==> src/rtl/flash_guard_pkg.sv <==
// Package with the register map, field positions and carriers of the flash sector access guard.
package flash_guard_pkg;

  // ==========================================================================
  // Register bus and offsets
  // ==========================================================================
  localparam int ADDR_W = 8;
  localparam logic [7:0] CTRL_OFS = 8'h00;
  localparam logic [7:0] LOCKOUT_OFS = 8'h04;
  localparam logic [7:0] GUARD_OFS = 8'h08;
  localparam logic [7:0] PRIV_OFS = 8'h0C;
  localparam logic [7:0] FETCH_OFS = 8'h10;
  localparam logic [7:0] STATUS_OFS = 8'h14;

  // ==========================================================================
  // Field positions and codes
  // ==========================================================================
  localparam int LOCK_BIT = 10;
  localparam int KEYSEL_BIT = 5;
  localparam int BACKDOOR_UNLOCK_ENABLE_BIT = 31;
  localparam int LOCKOUT_STATE_BIT_BIT = 30;
  localparam int CODE_W = 16;
  localparam logic [15:0] SECURE_CODE = 16'h4AC8;
  localparam int CMD_BUFFER_EMPTY_FLAG_BIT = 7;
  localparam int CMD_COMPLETE_FLAG_BIT = 6;
  localparam int PROTECTION_VIOLATION_FLAG_BIT = 5;
  localparam int ACCESS_ERROR_FLAG_BIT = 4;
  localparam int BLANK_BIT = 2;
  localparam int STATUS_W = 8;
  localparam logic [7:0] STATUS_RESET = 8'hC0;

  // ==========================================================================
  // Sector geometry and configuration field
  // ==========================================================================
  localparam int SECTORS = 32;
  localparam int SECTOR_LSB = 13;
  localparam int FLASH_AW = 18;
  localparam int CFG_AW = 16;
  localparam logic [15:0] CFG_GUARD_OFS = 16'h0410;
  localparam logic [15:0] CFG_PRIV_OFS = 16'h0408;
  localparam logic [15:0] CFG_FETCH_OFS = 16'h040C;
  localparam logic [15:0] CFG_LOCKOUT_OFS = 16'h0414;

  typedef enum logic [1:0] {
    LD_GUARD = 2'h0,
    LD_PRIV = 2'h1,
    LD_FETCH = 2'h2,
    LD_LOCKOUT = 2'h3
  } load_sel_e;

  typedef struct packed {
    logic valid;
    logic write;
    logic user;
    logic fetch;
    logic [FLASH_AW-1:0] addr;
  } acc_req_s;

  typedef struct packed {
    logic cmd_buffer_empty_flag;
    logic access_error_flag;
    logic blank;
  } flag_set_s;

endpackage : flash_guard_pkg

==> src/rtl/config_loader.sv <==
// Reset-time loader that fetches the protection words from the flash configuration field.
`timescale 1ns/1ns
module config_loader (
  input wire logic sys_clk, // System clock.
  input wire logic rst_n, // Asynchronous reset, active low.
  output logic cfg_req, // Read request to the flash array.
  output logic [flash_guard_pkg::CFG_AW-1:0] cfg_addr, // Byte offset of the requested word.
  input wire logic cfg_valid, // Requested word present on cfg_data.
  input wire logic [31:0] cfg_data, // Word read from the flash array.
  output logic ld_strobe, // One-cycle load of ld_data into a register.
  output flash_guard_pkg::load_sel_e ld_sel, // Register that ld_data is meant for.
  output logic [31:0] ld_data, // Loaded word.
  output logic load_done // Reset sequence finished.
);

  typedef enum logic [2:0] {
    ST_GUARD = 3'b000,
    ST_PRIV = 3'b001,
    ST_FETCH = 3'b011,
    ST_LOCKOUT = 3'b010,
    ST_DONE = 3'b110
  } load_state_e;

  load_state_e state_reg, state_next;
  logic req_reg, req_next;
  logic [flash_guard_pkg::CFG_AW-1:0] addr_reg, addr_next;
  logic strobe_reg, strobe_next;
  flash_guard_pkg::load_sel_e sel_reg, sel_next;
  logic [31:0] data_reg, data_next;

  // ==========================================================================
  // Sequence of configuration reads
  // ==========================================================================
  always_comb begin
    state_next = state_reg;
    req_next = 1'b0;
    addr_next = addr_reg;
    strobe_next = 1'b0;
    sel_next = sel_reg;
    data_next = data_reg;
    unique case (state_reg)
      ST_GUARD: begin
        req_next = 1'b1;
        addr_next = flash_guard_pkg::CFG_GUARD_OFS;
        sel_next = flash_guard_pkg::LD_GUARD;
      end
      ST_PRIV: begin
        req_next = 1'b1;
        addr_next = flash_guard_pkg::CFG_PRIV_OFS;
        sel_next = flash_guard_pkg::LD_PRIV;
      end
      ST_FETCH: begin
        req_next = 1'b1;
        addr_next = flash_guard_pkg::CFG_FETCH_OFS;
        sel_next = flash_guard_pkg::LD_FETCH;
      end
      ST_LOCKOUT: begin
        req_next = 1'b1;
        addr_next = flash_guard_pkg::CFG_LOCKOUT_OFS;
        sel_next = flash_guard_pkg::LD_LOCKOUT;
      end
      default: begin
        state_next = ST_DONE;
      end
    endcase
    // The request and the address are registered together, so a reply counts from the first cycle the request stands.
    if (req_reg && cfg_valid) begin
      req_next = 1'b0;
      strobe_next = 1'b1;
      data_next = cfg_data;
      unique case (state_reg)
        ST_GUARD: state_next = ST_PRIV;
        ST_PRIV: state_next = ST_FETCH;
        ST_FETCH: state_next = ST_LOCKOUT;
        default: state_next = ST_DONE;
      endcase
    end
  end

  always_ff @(posedge sys_clk or negedge rst_n) begin
    if (!rst_n) begin
      state_reg <= ST_GUARD;
      req_reg <= 1'b0;
      addr_reg <= '0;
      strobe_reg <= 1'b0;
      sel_reg <= flash_guard_pkg::LD_GUARD;
      data_reg <= '0;
    end else begin
      state_reg <= state_next;
      req_reg <= req_next;
      addr_reg <= addr_next;
      strobe_reg <= strobe_next;
      sel_reg <= sel_next;
      data_reg <= data_next;
    end
  end

  assign cfg_req = req_reg;
  assign cfg_addr = addr_reg;
  assign ld_strobe = strobe_reg;
  assign ld_sel = sel_reg;
  assign ld_data = data_reg;
  assign load_done = (state_reg == ST_DONE) && !strobe_reg;
endmodule : config_loader

==> src/rtl/sector_access_check.sv <==
// Per-access check of flash accesses against the sector guard, privilege and fetch masks.
`timescale 1ns/1ns
module sector_access_check (
  input wire logic sys_clk, // System clock.
  input wire logic rst_n, // Asynchronous reset, active low.
  input flash_guard_pkg::acc_req_s acc_req, // Access presented by the core.
  input wire logic [flash_guard_pkg::SECTORS-1:0] guard_mask, // Program/erase guard per sector.
  input wire logic [flash_guard_pkg::SECTORS-1:0] priv_mask, // Supervisor-only per sector.
  input wire logic [flash_guard_pkg::SECTORS-1:0] fetch_mask, // Data-only per sector.
  input wire logic launch_block, // Command launch refused.
  output logic acc_done, // One-cycle end of the access.
  output logic acc_bus_err, // Access ended with a transfer error.
  output logic acc_grant, // Program/erase accepted for the controller.
  output logic prot_event // Program/erase hit a guarded sector.
);

  logic [4:0] sector;
  logic done_reg, done_next;
  logic err_reg, err_next;
  logic grant_reg, grant_next;
  logic pv_reg, pv_next;

  // ==========================================================================
  // Decision
  // ==========================================================================
  assign sector = acc_req.addr[flash_guard_pkg::FLASH_AW-1:flash_guard_pkg::SECTOR_LSB];

  always_comb begin
    done_next = acc_req.valid;
    err_next = 1'b0;
    grant_next = 1'b0;
    pv_next = 1'b0;
    if (acc_req.valid) begin
      if ((acc_req.user && priv_mask[sector]) || (acc_req.fetch && fetch_mask[sector])) begin
        err_next = 1'b1;
      end else if (acc_req.write) begin
        if (guard_mask[sector]) begin
          pv_next = 1'b1;
        end else begin
          grant_next = !launch_block;
        end
      end
    end
  end

  always_ff @(posedge sys_clk or negedge rst_n) begin
    if (!rst_n) begin
      done_reg <= 1'b0;
      err_reg <= 1'b0;
      grant_reg <= 1'b0;
      pv_reg <= 1'b0;
    end else begin
      done_reg <= done_next;
      err_reg <= err_next;
      grant_reg <= grant_next;
      pv_reg <= pv_next;
    end
  end

  assign acc_done = done_reg;
  assign acc_bus_err = err_reg;
  assign acc_grant = grant_reg;
  assign prot_event = pv_reg;
endmodule : sector_access_check

==> src/rtl/flash_sector_access_guard.sv <==
// Top of the flash sector access guard: register file, status flags, reset load and access check.
//
// Local design decisions: the strobed register port and the address map.
`timescale 1ns/1ns
module flash_sector_access_guard (
  input wire logic sys_clk, // System clock, 250 MHz.
  input wire logic rst_n, // Asynchronous reset, active low.
  input wire logic [flash_guard_pkg::ADDR_W-1:0] reg_addr, // Register byte address.
  input wire logic [31:0] reg_wdata, // Register write data.
  input wire logic reg_wr, // Write strobe.
  input wire logic reg_rd, // Read strobe.
  output logic [31:0] reg_rdata, // Read data, the cycle after reg_rd.
  output logic cfg_req, // Configuration read request.
  output logic [flash_guard_pkg::CFG_AW-1:0] cfg_addr, // Configuration word offset.
  input wire logic cfg_valid, // Configuration word valid.
  input wire logic [31:0] cfg_data, // Configuration word.
  output logic load_done, // Reset load finished.
  input flash_guard_pkg::acc_req_s acc_req, // Flash access from the core.
  output logic acc_done, // Access finished.
  output logic acc_bus_err, // Access transfer error.
  output logic acc_grant, // Program/erase passed to the command controller.
  input flash_guard_pkg::flag_set_s flag_set, // Flag set pulses from the command controller.
  input wire logic cmd_complete, // Command-complete level from the command controller.
  output logic [flash_guard_pkg::STATUS_W-1:0] status_out_bus, // Status flags at the boundary.
  output logic cmd_launch_block, // Launch refused while an error flag stands.
  output logic key_write_select, // Flash writes are security keys.
  output logic backdoor_unlock_enable, // Backdoor key access allowed.
  output logic lockout_state_bit // Flash security active.
);

  // ==========================================================================
  // State
  // ==========================================================================
  logic lock_reg, lock_next;
  logic keysel_reg, keysel_next;
  logic backdoor_unlock_enable_reg, backdoor_unlock_enable_next;
  logic secure_reg, secure_next;
  logic [flash_guard_pkg::CODE_W-1:0] code_reg, code_next;
  logic [flash_guard_pkg::SECTORS-1:0] guard_reg, guard_next;
  logic [flash_guard_pkg::SECTORS-1:0] priv_reg, priv_next;
  logic [flash_guard_pkg::SECTORS-1:0] fetch_reg, fetch_next;
  logic [flash_guard_pkg::STATUS_W-1:0] status_reg, status_next;
  logic block_reg, block_next;
  logic [31:0] rdata_reg, rdata_next;
  logic ld_strobe;
  flash_guard_pkg::load_sel_e ld_sel;
  logic [31:0] ld_data;
  logic prot_event;
  logic wr_ctrl, wr_guard, wr_priv, wr_fetch, wr_status;

  assign wr_ctrl = reg_wr && reg_addr == flash_guard_pkg::CTRL_OFS;
  assign wr_guard = reg_wr && reg_addr == flash_guard_pkg::GUARD_OFS;
  assign wr_priv = reg_wr && reg_addr == flash_guard_pkg::PRIV_OFS;
  assign wr_fetch = reg_wr && reg_addr == flash_guard_pkg::FETCH_OFS;
  assign wr_status = reg_wr && reg_addr == flash_guard_pkg::STATUS_OFS;

  // ==========================================================================
  // Reset-time load and access check
  // ==========================================================================
  config_loader u_loader (
    .sys_clk(sys_clk),
    .rst_n(rst_n),
    .cfg_req(cfg_req),
    .cfg_addr(cfg_addr),
    .cfg_valid(cfg_valid),
    .cfg_data(cfg_data),
    .ld_strobe(ld_strobe),
    .ld_sel(ld_sel),
    .ld_data(ld_data),
    .load_done(load_done)
  );

  sector_access_check u_check (
    .sys_clk(sys_clk),
    .rst_n(rst_n),
    .acc_req(acc_req),
    .guard_mask(guard_reg),
    .priv_mask(priv_reg),
    .fetch_mask(fetch_reg),
    .launch_block(block_reg),
    .acc_done(acc_done),
    .acc_bus_err(acc_bus_err),
    .acc_grant(acc_grant),
    .prot_event(prot_event)
  );

  // ==========================================================================
  // Control, lockout and mask registers
  // ==========================================================================
  always_comb begin
    lock_next = lock_reg;
    keysel_next = keysel_reg;
    backdoor_unlock_enable_next = backdoor_unlock_enable_reg;
    code_next = code_reg;
    guard_next = guard_reg;
    priv_next = priv_reg;
    fetch_next = fetch_reg;
    // Once set, the lock holds until reset; a later write of zero is ignored.
    if (wr_ctrl && !lock_reg) begin
      lock_next = reg_wdata[flash_guard_pkg::LOCK_BIT];
    end
    if (wr_ctrl && backdoor_unlock_enable_reg) begin
      keysel_next = reg_wdata[flash_guard_pkg::KEYSEL_BIT];
    end
    if (!backdoor_unlock_enable_reg) begin
      keysel_next = 1'b0;
    end
    if (wr_guard && !lock_reg) begin
      guard_next = reg_wdata;
    end
    if (wr_priv && !lock_reg) begin
      priv_next = reg_wdata;
    end
    if (wr_fetch && !lock_reg) begin
      fetch_next = reg_wdata;
    end
    // The lockout word has no write path at all: only the reset load changes it.
    if (ld_strobe) begin
      unique case (ld_sel)
        flash_guard_pkg::LD_GUARD: guard_next = ld_data;
        flash_guard_pkg::LD_PRIV: priv_next = ld_data;
        flash_guard_pkg::LD_FETCH: fetch_next = ld_data;
        flash_guard_pkg::LD_LOCKOUT: begin
          backdoor_unlock_enable_next = ld_data[flash_guard_pkg::BACKDOOR_UNLOCK_ENABLE_BIT];
          code_next = ld_data[flash_guard_pkg::CODE_W-1:0];
        end
      endcase
    end
    secure_next = (code_next == flash_guard_pkg::SECURE_CODE);
  end

  always_ff @(posedge sys_clk or negedge rst_n) begin
    if (!rst_n) begin
      lock_reg <= 1'b0;
      keysel_reg <= 1'b0;
      backdoor_unlock_enable_reg <= 1'b0;
      code_reg <= '0;
      secure_reg <= 1'b0;
      guard_reg <= '0;
      priv_reg <= '0;
      fetch_reg <= '0;
    end else begin
      lock_reg <= lock_next;
      keysel_reg <= keysel_next;
      backdoor_unlock_enable_reg <= backdoor_unlock_enable_next;
      code_reg <= code_next;
      secure_reg <= secure_next;
      guard_reg <= guard_next;
      priv_reg <= priv_next;
      fetch_reg <= fetch_next;
    end
  end

  // ==========================================================================
  // Command status flags
  // ==========================================================================
  always_comb begin
    status_next = status_reg;
    // Write one clears; a set pulse in the same cycle wins so no event is lost.
    if (wr_status) begin
      status_next[flash_guard_pkg::CMD_BUFFER_EMPTY_FLAG_BIT] = status_reg[flash_guard_pkg::CMD_BUFFER_EMPTY_FLAG_BIT]
        & ~reg_wdata[flash_guard_pkg::CMD_BUFFER_EMPTY_FLAG_BIT];
      status_next[flash_guard_pkg::PROTECTION_VIOLATION_FLAG_BIT] = status_reg[flash_guard_pkg::PROTECTION_VIOLATION_FLAG_BIT]
        & ~reg_wdata[flash_guard_pkg::PROTECTION_VIOLATION_FLAG_BIT];
      status_next[flash_guard_pkg::ACCESS_ERROR_FLAG_BIT] = status_reg[flash_guard_pkg::ACCESS_ERROR_FLAG_BIT]
        & ~reg_wdata[flash_guard_pkg::ACCESS_ERROR_FLAG_BIT];
      status_next[flash_guard_pkg::BLANK_BIT] = status_reg[flash_guard_pkg::BLANK_BIT]
        & ~reg_wdata[flash_guard_pkg::BLANK_BIT];
    end
    if (flag_set.cmd_buffer_empty_flag) begin
      status_next[flash_guard_pkg::CMD_BUFFER_EMPTY_FLAG_BIT] = 1'b1;
    end
    if (prot_event) begin
      status_next[flash_guard_pkg::PROTECTION_VIOLATION_FLAG_BIT] = 1'b1;
    end
    if (flag_set.access_error_flag) begin
      status_next[flash_guard_pkg::ACCESS_ERROR_FLAG_BIT] = 1'b1;
    end
    if (flag_set.blank) begin
      status_next[flash_guard_pkg::BLANK_BIT] = 1'b1;
    end
    status_next[flash_guard_pkg::CMD_COMPLETE_FLAG_BIT] = cmd_complete;
    status_next[3] = 1'b0;
    status_next[1:0] = 2'h0;
    block_next = status_next[flash_guard_pkg::PROTECTION_VIOLATION_FLAG_BIT] | status_next[flash_guard_pkg::ACCESS_ERROR_FLAG_BIT];
  end

  always_ff @(posedge sys_clk or negedge rst_n) begin
    if (!rst_n) begin
      status_reg <= flash_guard_pkg::STATUS_RESET;
      block_reg <= 1'b0;
    end else begin
      status_reg <= status_next;
      block_reg <= block_next;
    end
  end

  // ==========================================================================
  // Read path
  // ==========================================================================
  always_comb begin
    rdata_next = 32'h0000_0000;
    if (reg_rd) begin
      unique case (reg_addr)
        flash_guard_pkg::CTRL_OFS: begin
          rdata_next[flash_guard_pkg::LOCK_BIT] = lock_reg;
          rdata_next[flash_guard_pkg::KEYSEL_BIT] = keysel_reg;
        end
        flash_guard_pkg::LOCKOUT_OFS: begin
          rdata_next[flash_guard_pkg::BACKDOOR_UNLOCK_ENABLE_BIT] = backdoor_unlock_enable_reg;
          rdata_next[flash_guard_pkg::LOCKOUT_STATE_BIT_BIT] = secure_reg;
          rdata_next[flash_guard_pkg::CODE_W-1:0] = code_reg;
        end
        flash_guard_pkg::GUARD_OFS: rdata_next = guard_reg;
        flash_guard_pkg::PRIV_OFS: rdata_next = priv_reg;
        flash_guard_pkg::FETCH_OFS: rdata_next = fetch_reg;
        flash_guard_pkg::STATUS_OFS: rdata_next[flash_guard_pkg::STATUS_W-1:0] = status_reg;
        default: rdata_next = 32'h0000_0000;
      endcase
    end
  end

  always_ff @(posedge sys_clk or negedge rst_n) begin
    if (!rst_n) begin
      rdata_reg <= '0;
    end else begin
      rdata_reg <= rdata_next;
    end
  end

  assign reg_rdata = rdata_reg;
  assign status_out_bus = status_reg;
  assign cmd_launch_block = block_reg;
  assign key_write_select = keysel_reg;
  assign backdoor_unlock_enable = backdoor_unlock_enable_reg;
  assign lockout_state_bit = secure_reg;
endmodule : flash_sector_access_guard

==> config.mk <==
export PLATFORM = sky130hd
export DESIGN_NAME = flash_sector_access_guard
export DESIGN_NICKNAME = d
export VERILOG_FILES = /design/src/rtl/flash_guard_pkg.sv /design/src/rtl/config_loader.sv /design/src/rtl/sector_access_check.sv /design/src/rtl/flash_sector_access_guard.sv
export SDC_FILE = /design/constraint.sdc
export NUM_CORES = 1
export LEC_CHECK = 0
export ABC_AREA = 1
export BUFFER_PORTS_ARGS = -buffer_cell sky130_fd_sc_hd__buf_2
export CORE_MARGIN = 1.5
export CORE_UTILIZATION = 29
export CTS_CLUSTER_DIAMETER = 60
export DETAILED_ROUTE_END_ITERATION = 16
export GPL_ROUTABILITY_DRIVEN = 0
export MAX_ROUTING_LAYER = met4
export PLACE_DENSITY = 0.49
export SLEW_MARGIN = 20
export SYNTH_ARGS = -nofsm -noshare
export SYNTH_HDL_FRONTEND = slang
export SYNTH_SLANG_ARGS = --single-unit
export TNS_END_PERCENT = 10
==> constraint.sdc <==
create_clock -name sys_clk -period 2 [get_ports sys_clk]
set_input_delay 0.2 -clock sys_clk [delete_from_list [all_inputs] [get_ports sys_clk]]
set_output_delay 0.2 -clock sys_clk [all_outputs]
set_load 0.1 [all_outputs]
==> results of run 1 <==
power breakdown:
| part | switching (W) | total, W | internal [W] | leakage, nW |
|---|---|---|---|---|
| Clock | 0.00173 | 0.00340 | 0.00167 | 0.276 |
| Combinational | 0.000745 | 0.00109 | 0.000349 | 3.62 |
| Sequential | 0.000105 | 0.00433 | 0.00423 | 2.24 |
worst reg2reg max path, delay by kind of cell, from the launching register on:
family           cells  cell delay, ps
AO/OA/AOI/OAI        1             480
flip-flops           1             450
AND/OR/NAND/NOR      5             740
area by class of cell:
type / instances / area, um2
Tap cell: 455 / 569.3
Clock inverter: 12 / 105.1
Multi-Input combinational cell: 815 / 4083
Timing Repair Buffer: 214 / 1448
Inverter: 153 / 575.6
Fill cell: 3682 / 22210
Antenna cell: 4 / 10.01
Clock buffer: 20 / 446.7
Sequential cell: 200 / 5007
worst min path at each step:
stage,from,endpoint,slack (ps),depth (start not counted)
global placement,rst_n,u_loader.ld_data[22],140,1
detailed placement,rst_n,u_loader.ld_data[22],140,1
finish,cfg_data[31],u_loader.ld_data[31],4,3
global route,cfg_data[0],u_loader.ld_data[0],7,3
CTS,cfg_data[30],u_loader.ld_data[30],2,3
floorplan,rst_n,backdoor_unlock_enable,-100,0
cells in the mapped netlist:
cell,count
nor2_1,41
nor3b_1,2
o221ai_1,14
a21o_1,2
inv_1,143
buf_2,26
o211ai_2,13
a31o_2,1
nand2_1,307
and2_1,1
nand3b_1,1
nor3_2,1
nand3_1,95
nor4_1,1
inv_2,7
buf_6,8
dfstp_2,2
nor2_4,2
o22ai_1,14
conb_1,1
o211ai_1,61
o21ai_1,17
clkbuf_1,34
dfrtp_1,198
clkinv_2,1
clkinv_1,2
buf_1,3
nand2_4,1
a22o_1,1
buf_4,21
a41oi_1,1
nor2_2,1
or2_2,1
o21ai_0,137
nand3_2,1
a31oi_1,24
nor3_1,4
nand3_4,2
nand2_2,3
nand4_1,1
a21oi_1,50
through the flow:
| stage | setup slack (ps) | hold slack [ps] | cell area, um2 |
|---|---|---|---|
| 2_1_floorplan | 44.48 | -95.59 | 10170 |
| 3_3_place_gp | 179.3 | 139.1 | 11360 |
| 3_5_place_dp | 182.3 | 139.8 | 11360 |
| 4_1_cts | 113.4 | 2.438 | 12230 |
| 5_1_grt | 7.742 | 6.904 | 12240 |
| 6_report | 126.2 | 4.484 | 12240 |
logic make-up after synthesis:
| kind of cell | synth area share, % |
|---|---|
| DFF | 49.53 |
| and+or+nand+nor | 19.42 |
| AOI/OAI and AO/OA | 20.21 |
| other | 0.03709 |
| buffers and inverters | 10.80 |
timing repair:
item | CTS | global route
resized for setup | 0 | 1
endpoints found under the hold margin | 76 | 0
setup endpoints to repair | 0 | 1
hold buffers | 32 | 0
per-layer routing:
metal | GRT usage, % | vias up | part of all wire, %
met4 | 6.044 | 0 | 2.0
met5 | - | - | 0
met1 | 26.65 | 4268 | 47
met3 | 3.818 | 44 | 6.5
li1 | - | 4435 | -
met2 | 29.08 | 272 | 44
==> results.py, run 1 <==
metrics = {
    "outcome": {
        "status": "finished, final reports clean",
    },
    "floorplanning": {
        "die_x_um": 189.7,
        "start_util_pct": 29.34,
        "die_y_um": 189.7,
        "dieArea_um2": 35990,
        "core_area_um2": 34460,
        "core.rowCount": 68,
        "io_pins": 168,
    },
    "timing": {
        "worst-slew-pin-transition_ps": 793.1,
        "timing.fmax_mhz": 533.7,
        "slew_headroom_pct": 46.77,
        "rsz0062_at_grt": "false",
        "slew_viol_final": 0,
        "skew_ps": 16.77,
        "tns_ps": 0,
        "hold_violations": 0,
        "setup_viol": 0,
        "finalCritPeriodShare_pct": 93.69,
        "fin_crit_ps": 1874,
    },
    "setup_path": {
        "r2r-start": "u_loader.cfg_addr[2]",
        "crit_cells": 3,
        "worstPathArrival_ps": 1670,
        "required_ps": 1800,
        "r2r_end": "lockout_state_bit",
        "cp_max_fo": 7,
        "path_class": "reg2out",
        "max_stage_delay_ps": 450,
        "crit_path_start_kind": "flop",
        "path_delay_family": "buffers and inverters",
        "path_cells": "inv_1 -> nor3_2 -> buf_2",
        "crit_slowest_cell": "buf_2",
        "cp.buffers_inverters": 2,
        "ff2ff_path_depth": 6,
        "cp-end-kind": "output pin",
        "crit_end": "load_done",
        "startpoint": "u_loader.state_reg[2]",
        "r2r_setup_slack_ps": 240,
    },
    "yosys": {
        "syn_area_per_cell_um2": 8.114,
        "yosysSeqAreaShare_pct": 49.53,
        "synth_top_area_share_pct": 49.01,
        "synthTopCellsByArea": "dfrtp_1 (49%), nand2_1 (11%), o21ai_0 (6.8%)",
        "yosys_register_bits": 200,
        "yosys_warnings": 0,
        "synth.largest_area_cell": "dfrtp_1",
        "syn_inst": 1246,
        "syn_area_um2": 10110,
        "ys_types": 41,
    },
    "clock_tree": {
        "clock_path_buffers": 2,
        "insertion_delay_ps": 460,
        "cts_setup_buffers": 0,
        "h-tree-depth": 4,
        "cts_inserted_buffers": 17,
        "clk_pin_slew_worst_paths_ps": 70,
        "cts_sinks": 200,
        "root_buffer": "clkbuf_16",
        "cts_tree": "yes",
    },
    "global_route": {
        "grt_pass1_vias": 8835,
        "grt_max_degree": 68,
        "grt_antenna_before_repair": 3,
        "grt_pass1_wl_um": 51870,
        "grt_overflow": 0,
        "track_usage_pct": 19.50,
    },
    "detailed_routing": {
        "post_drt_via_cell_ratio": 4.815,
        "ant_nets": 0,
        "first_pass_iters": 6,
        "num_vias": 9019,
        "drt_iter0_drc": 605,
        "drt-wirelength-per-cell_um": 17.73,
        "drc": 0,
        "detail_route.wirelength_um": 33210,
    },
    "power_and_ir_drop": {
        "ir_drop_mv": 0.6458,
        "leakage_nw": 6.136,
        "p_total_w": 0.008826,
        "p_per_area_nw_per_um2": 720.8,
    },
    "placed_design": {
        "hpwl_um": 22560,
        "place_inst": 1805,
        "io_buffers": 139,
    },
    "hold_path": {
        "hp-class": "in2reg",
    },
    "layout": {
        "layout_commonest_cell": "nand2_1",
        "utilization_pct": 35.53,
        "final_cells": 1873,
        "area_growth_pct": 21.11,
        "drive_gt1_share_pct": 17.89,
        "mostFrequentLayoutCells": "nand2_1 (307), dfrtp_1 (198), inv_1 (142), buf_2 (138), o21ai_0 (136)",
        "final_nets": 1504,
    },
    "job": {
        "drv_cap": 0,
    },
}
No activity file was read; power rests on OpenSTA's default activity.
==> run 2, diff against run 1 <==
--- a/config.mk
+++ b/config.mk
@@ -8,12 +8,12 @@
 export ABC_AREA = 1
 export BUFFER_PORTS_ARGS = -buffer_cell sky130_fd_sc_hd__buf_2
 export CORE_MARGIN = 1.5
-export CORE_UTILIZATION = 29
+export CORE_UTILIZATION = 60
 export CTS_CLUSTER_DIAMETER = 60
 export DETAILED_ROUTE_END_ITERATION = 16
 export GPL_ROUTABILITY_DRIVEN = 0
 export MAX_ROUTING_LAYER = met4
-export PLACE_DENSITY = 0.49
+export PLACE_DENSITY = 0.86
 export SLEW_MARGIN = 20
 export SYNTH_ARGS = -nofsm -noshare
 export SYNTH_HDL_FRONTEND = slang
==> run 2 against run 1 <==
Non-clock buffer count fell by 13. Combinational power barely moved. Die area fell by 51%. Design area down 2.4%.
==> results.py, run 2 (synthesis results as in run 1) <==
metrics = {
    "layout": {
        "area_growth_pct": 18.16,
        "layout_commonest_cell": "nand2_1",
        "final_nets": 1491,
        "utilization_pct": 72.29,
        "drive_gt1_share_pct": 17.20,
        "mostFrequentLayoutCells": "nand2_1 (307), dfrtp_1 (198), inv_1 (142), buf_2 (138), o21ai_0 (137)",
    },
    "global_route": {
        "grt_overflow": 0,
        "grt_max_degree": 65,
        "grt_pass1_wl_um": 46900,
        "track_usage_pct": 34.89,
        "grt_pass1_vias": 9465,
        "grt_antenna_before_repair": 3,
    },
    "timing": {
        "fin_crit_ps": 1851,
        "hold_violations": 0,
        "skew_ps": 8.842,
        "setup_viol": 0,
        "finalCritPeriodShare_pct": 92.56,
        "tns_ps": 0,
        "slew_headroom_pct": 51.52,
        "rsz0062_at_grt": "false",
        "timing.fmax_mhz": 540.2,
        "slew_viol_final": 0,
        "worst-slew-pin-transition_ps": 722.3,
    },
    "clock_tree": {
        "h-tree-depth": 4,
        "clock_path_buffers": 2,
        "root_buffer": "clkbuf_16",
        "cts_sinks": 200,
        "insertion_delay_ps": 450,
        "clk_pin_slew_worst_paths_ps": 70,
        "cts_inserted_buffers": 17,
        "cts_tree": "yes",
    },
    "floorplanning": {
        "die_x_um": 132.8,
        "die_y_um": 132.8,
        "dieArea_um2": 17640,
        "io_pins": 168,
        "start_util_pct": 61.18,
        "core.rowCount": 47,
        "core_area_um2": 16520,
    },
    "job": {
        "drv_cap": 0,
    },
    "placed_design": {
        "io_buffers": 139,
        "hpwl_um": 18760,
    },
    "power_and_ir_drop": {
        "ir_drop_mv": 0.6100,
        "p_total_w": 0.008931,
        "leakage_nw": 6.110,
        "p_per_area_nw_per_um2": 747.7,
    },
    "setup_path": {
        "cp-end-kind": "output pin",
        "cp.buffers_inverters": 2,
        "crit_slowest_cell": "buf_2",
        "path_cells": "inv_1 -> nor3_2 -> buf_2",
        "worstPathArrival_ps": 1650,
        "cp_max_fo": 7,
        "path_class": "reg2out",
        "required_ps": 1800,
        "max_stage_delay_ps": 440,
        "r2r_setup_slack_ps": 210,
        "path_delay_family": "buffers and inverters",
        "crit_path_start_kind": "flop",
    },
    "hold_path": {
        "hp-class": "in2reg",
    },
    "detailed_routing": {
        "drc": 0,
        "detail_route.wirelength_um": 29060,
        "first_pass_iters": 7,
        "drt_iter0_drc": 1350,
        "ant_nets": 0,
        "num_vias": 9696,
        "drt-wirelength-per-cell_um": 17.89,
        "post_drt_via_cell_ratio": 5.970,
    },
    "outcome": {
        "status": "finished, final reports clean",
    },
}
run 2: cell count changes in the layout (fill, tap and decap cells not counted), moves of 2 or more:
cell,change
bufinv_16,+2
inv_8,-3
buf_12,+4
buf_4,-17
clkinvlp_4,+3
run 2: layout make-up:
class / instances / area [um2]
flip-flops and latches: 200 / 5007
repair buffers: 201 / 1400
well taps: 220 / 275.3
clock inverters: 12 / 140.1
diodes: 3 / 7.507
multi-input cells: 815 / 4083
fillers: 1236 / 4579
inverters: 153 / 575.6
clock buffers: 20 / 456.7
run 2: worst paths after layout:
check,startpoint,endpoint,depth (start not counted)
hold / removal,cfg_data[9],u_loader.ld_data[9],3
hold reg to reg,u_check.prot_event,status_out_bus[5],2
min in group asynchronous,rst_n,priv_reg[21],2
setup reg to reg,u_loader.cfg_addr[2],lockout_state_bit,7
setup / recovery,u_loader.state_reg[2],load_done,3
max in group asynchronous,rst_n,status_out_bus[6],3
run 2: per-stage QoR:
step	std cells	area (um2)	hold WS, ps	setup WS (ps)
6_report	1624	11950	27.38	148.8
5_1_grt	1624	11950	20.52	62.73
4_1_cts	1621	11940	16.47	139.2
3_5_place_dp	1557	11020	199.0	164.3
3_3_place_gp	1557	11020	196.9	244.7
2_1_floorplan	1260	10170	-95.59	44.48
run 2: power by group:
part           switching, W  internal, W  total, W  leakage [nW]
Sequential         0.000109      0.00423   0.00434          2.24
Combinational      0.000737     0.000345   0.00108          3.58
Clock               0.00158      0.00193   0.00351         0.284
Total               0.00243      0.00650   0.00893          6.11
run 2: worst reg2reg max path, stage by stage, from the launching register on:
cell and delay, ps:
dfrtp_1 460, nand3_4 250, buf_4 260, nand2_1 60, o21ai_0 170, nor4_1 290, nand3_1 110, nor2_1 120
run 2: per-layer routing:
metal / GRT usage, % / up-vias / wire length, um
met1: 44.30 / 4551 / 11290
met5: - / - / 0
met4: 16.00 / 0 / 1180
li1: - / 4396 / -
met3: 7.893 / 120 / 3143
met2: 53.62 / 629 / 13440
run 2: timing repair:
item                                   4_1_cts  5_1_grt
hold buffers                                32        0
gates resized for setup                      0        0
endpoints found under the hold margin       81        0
buffers inserted                             0        0
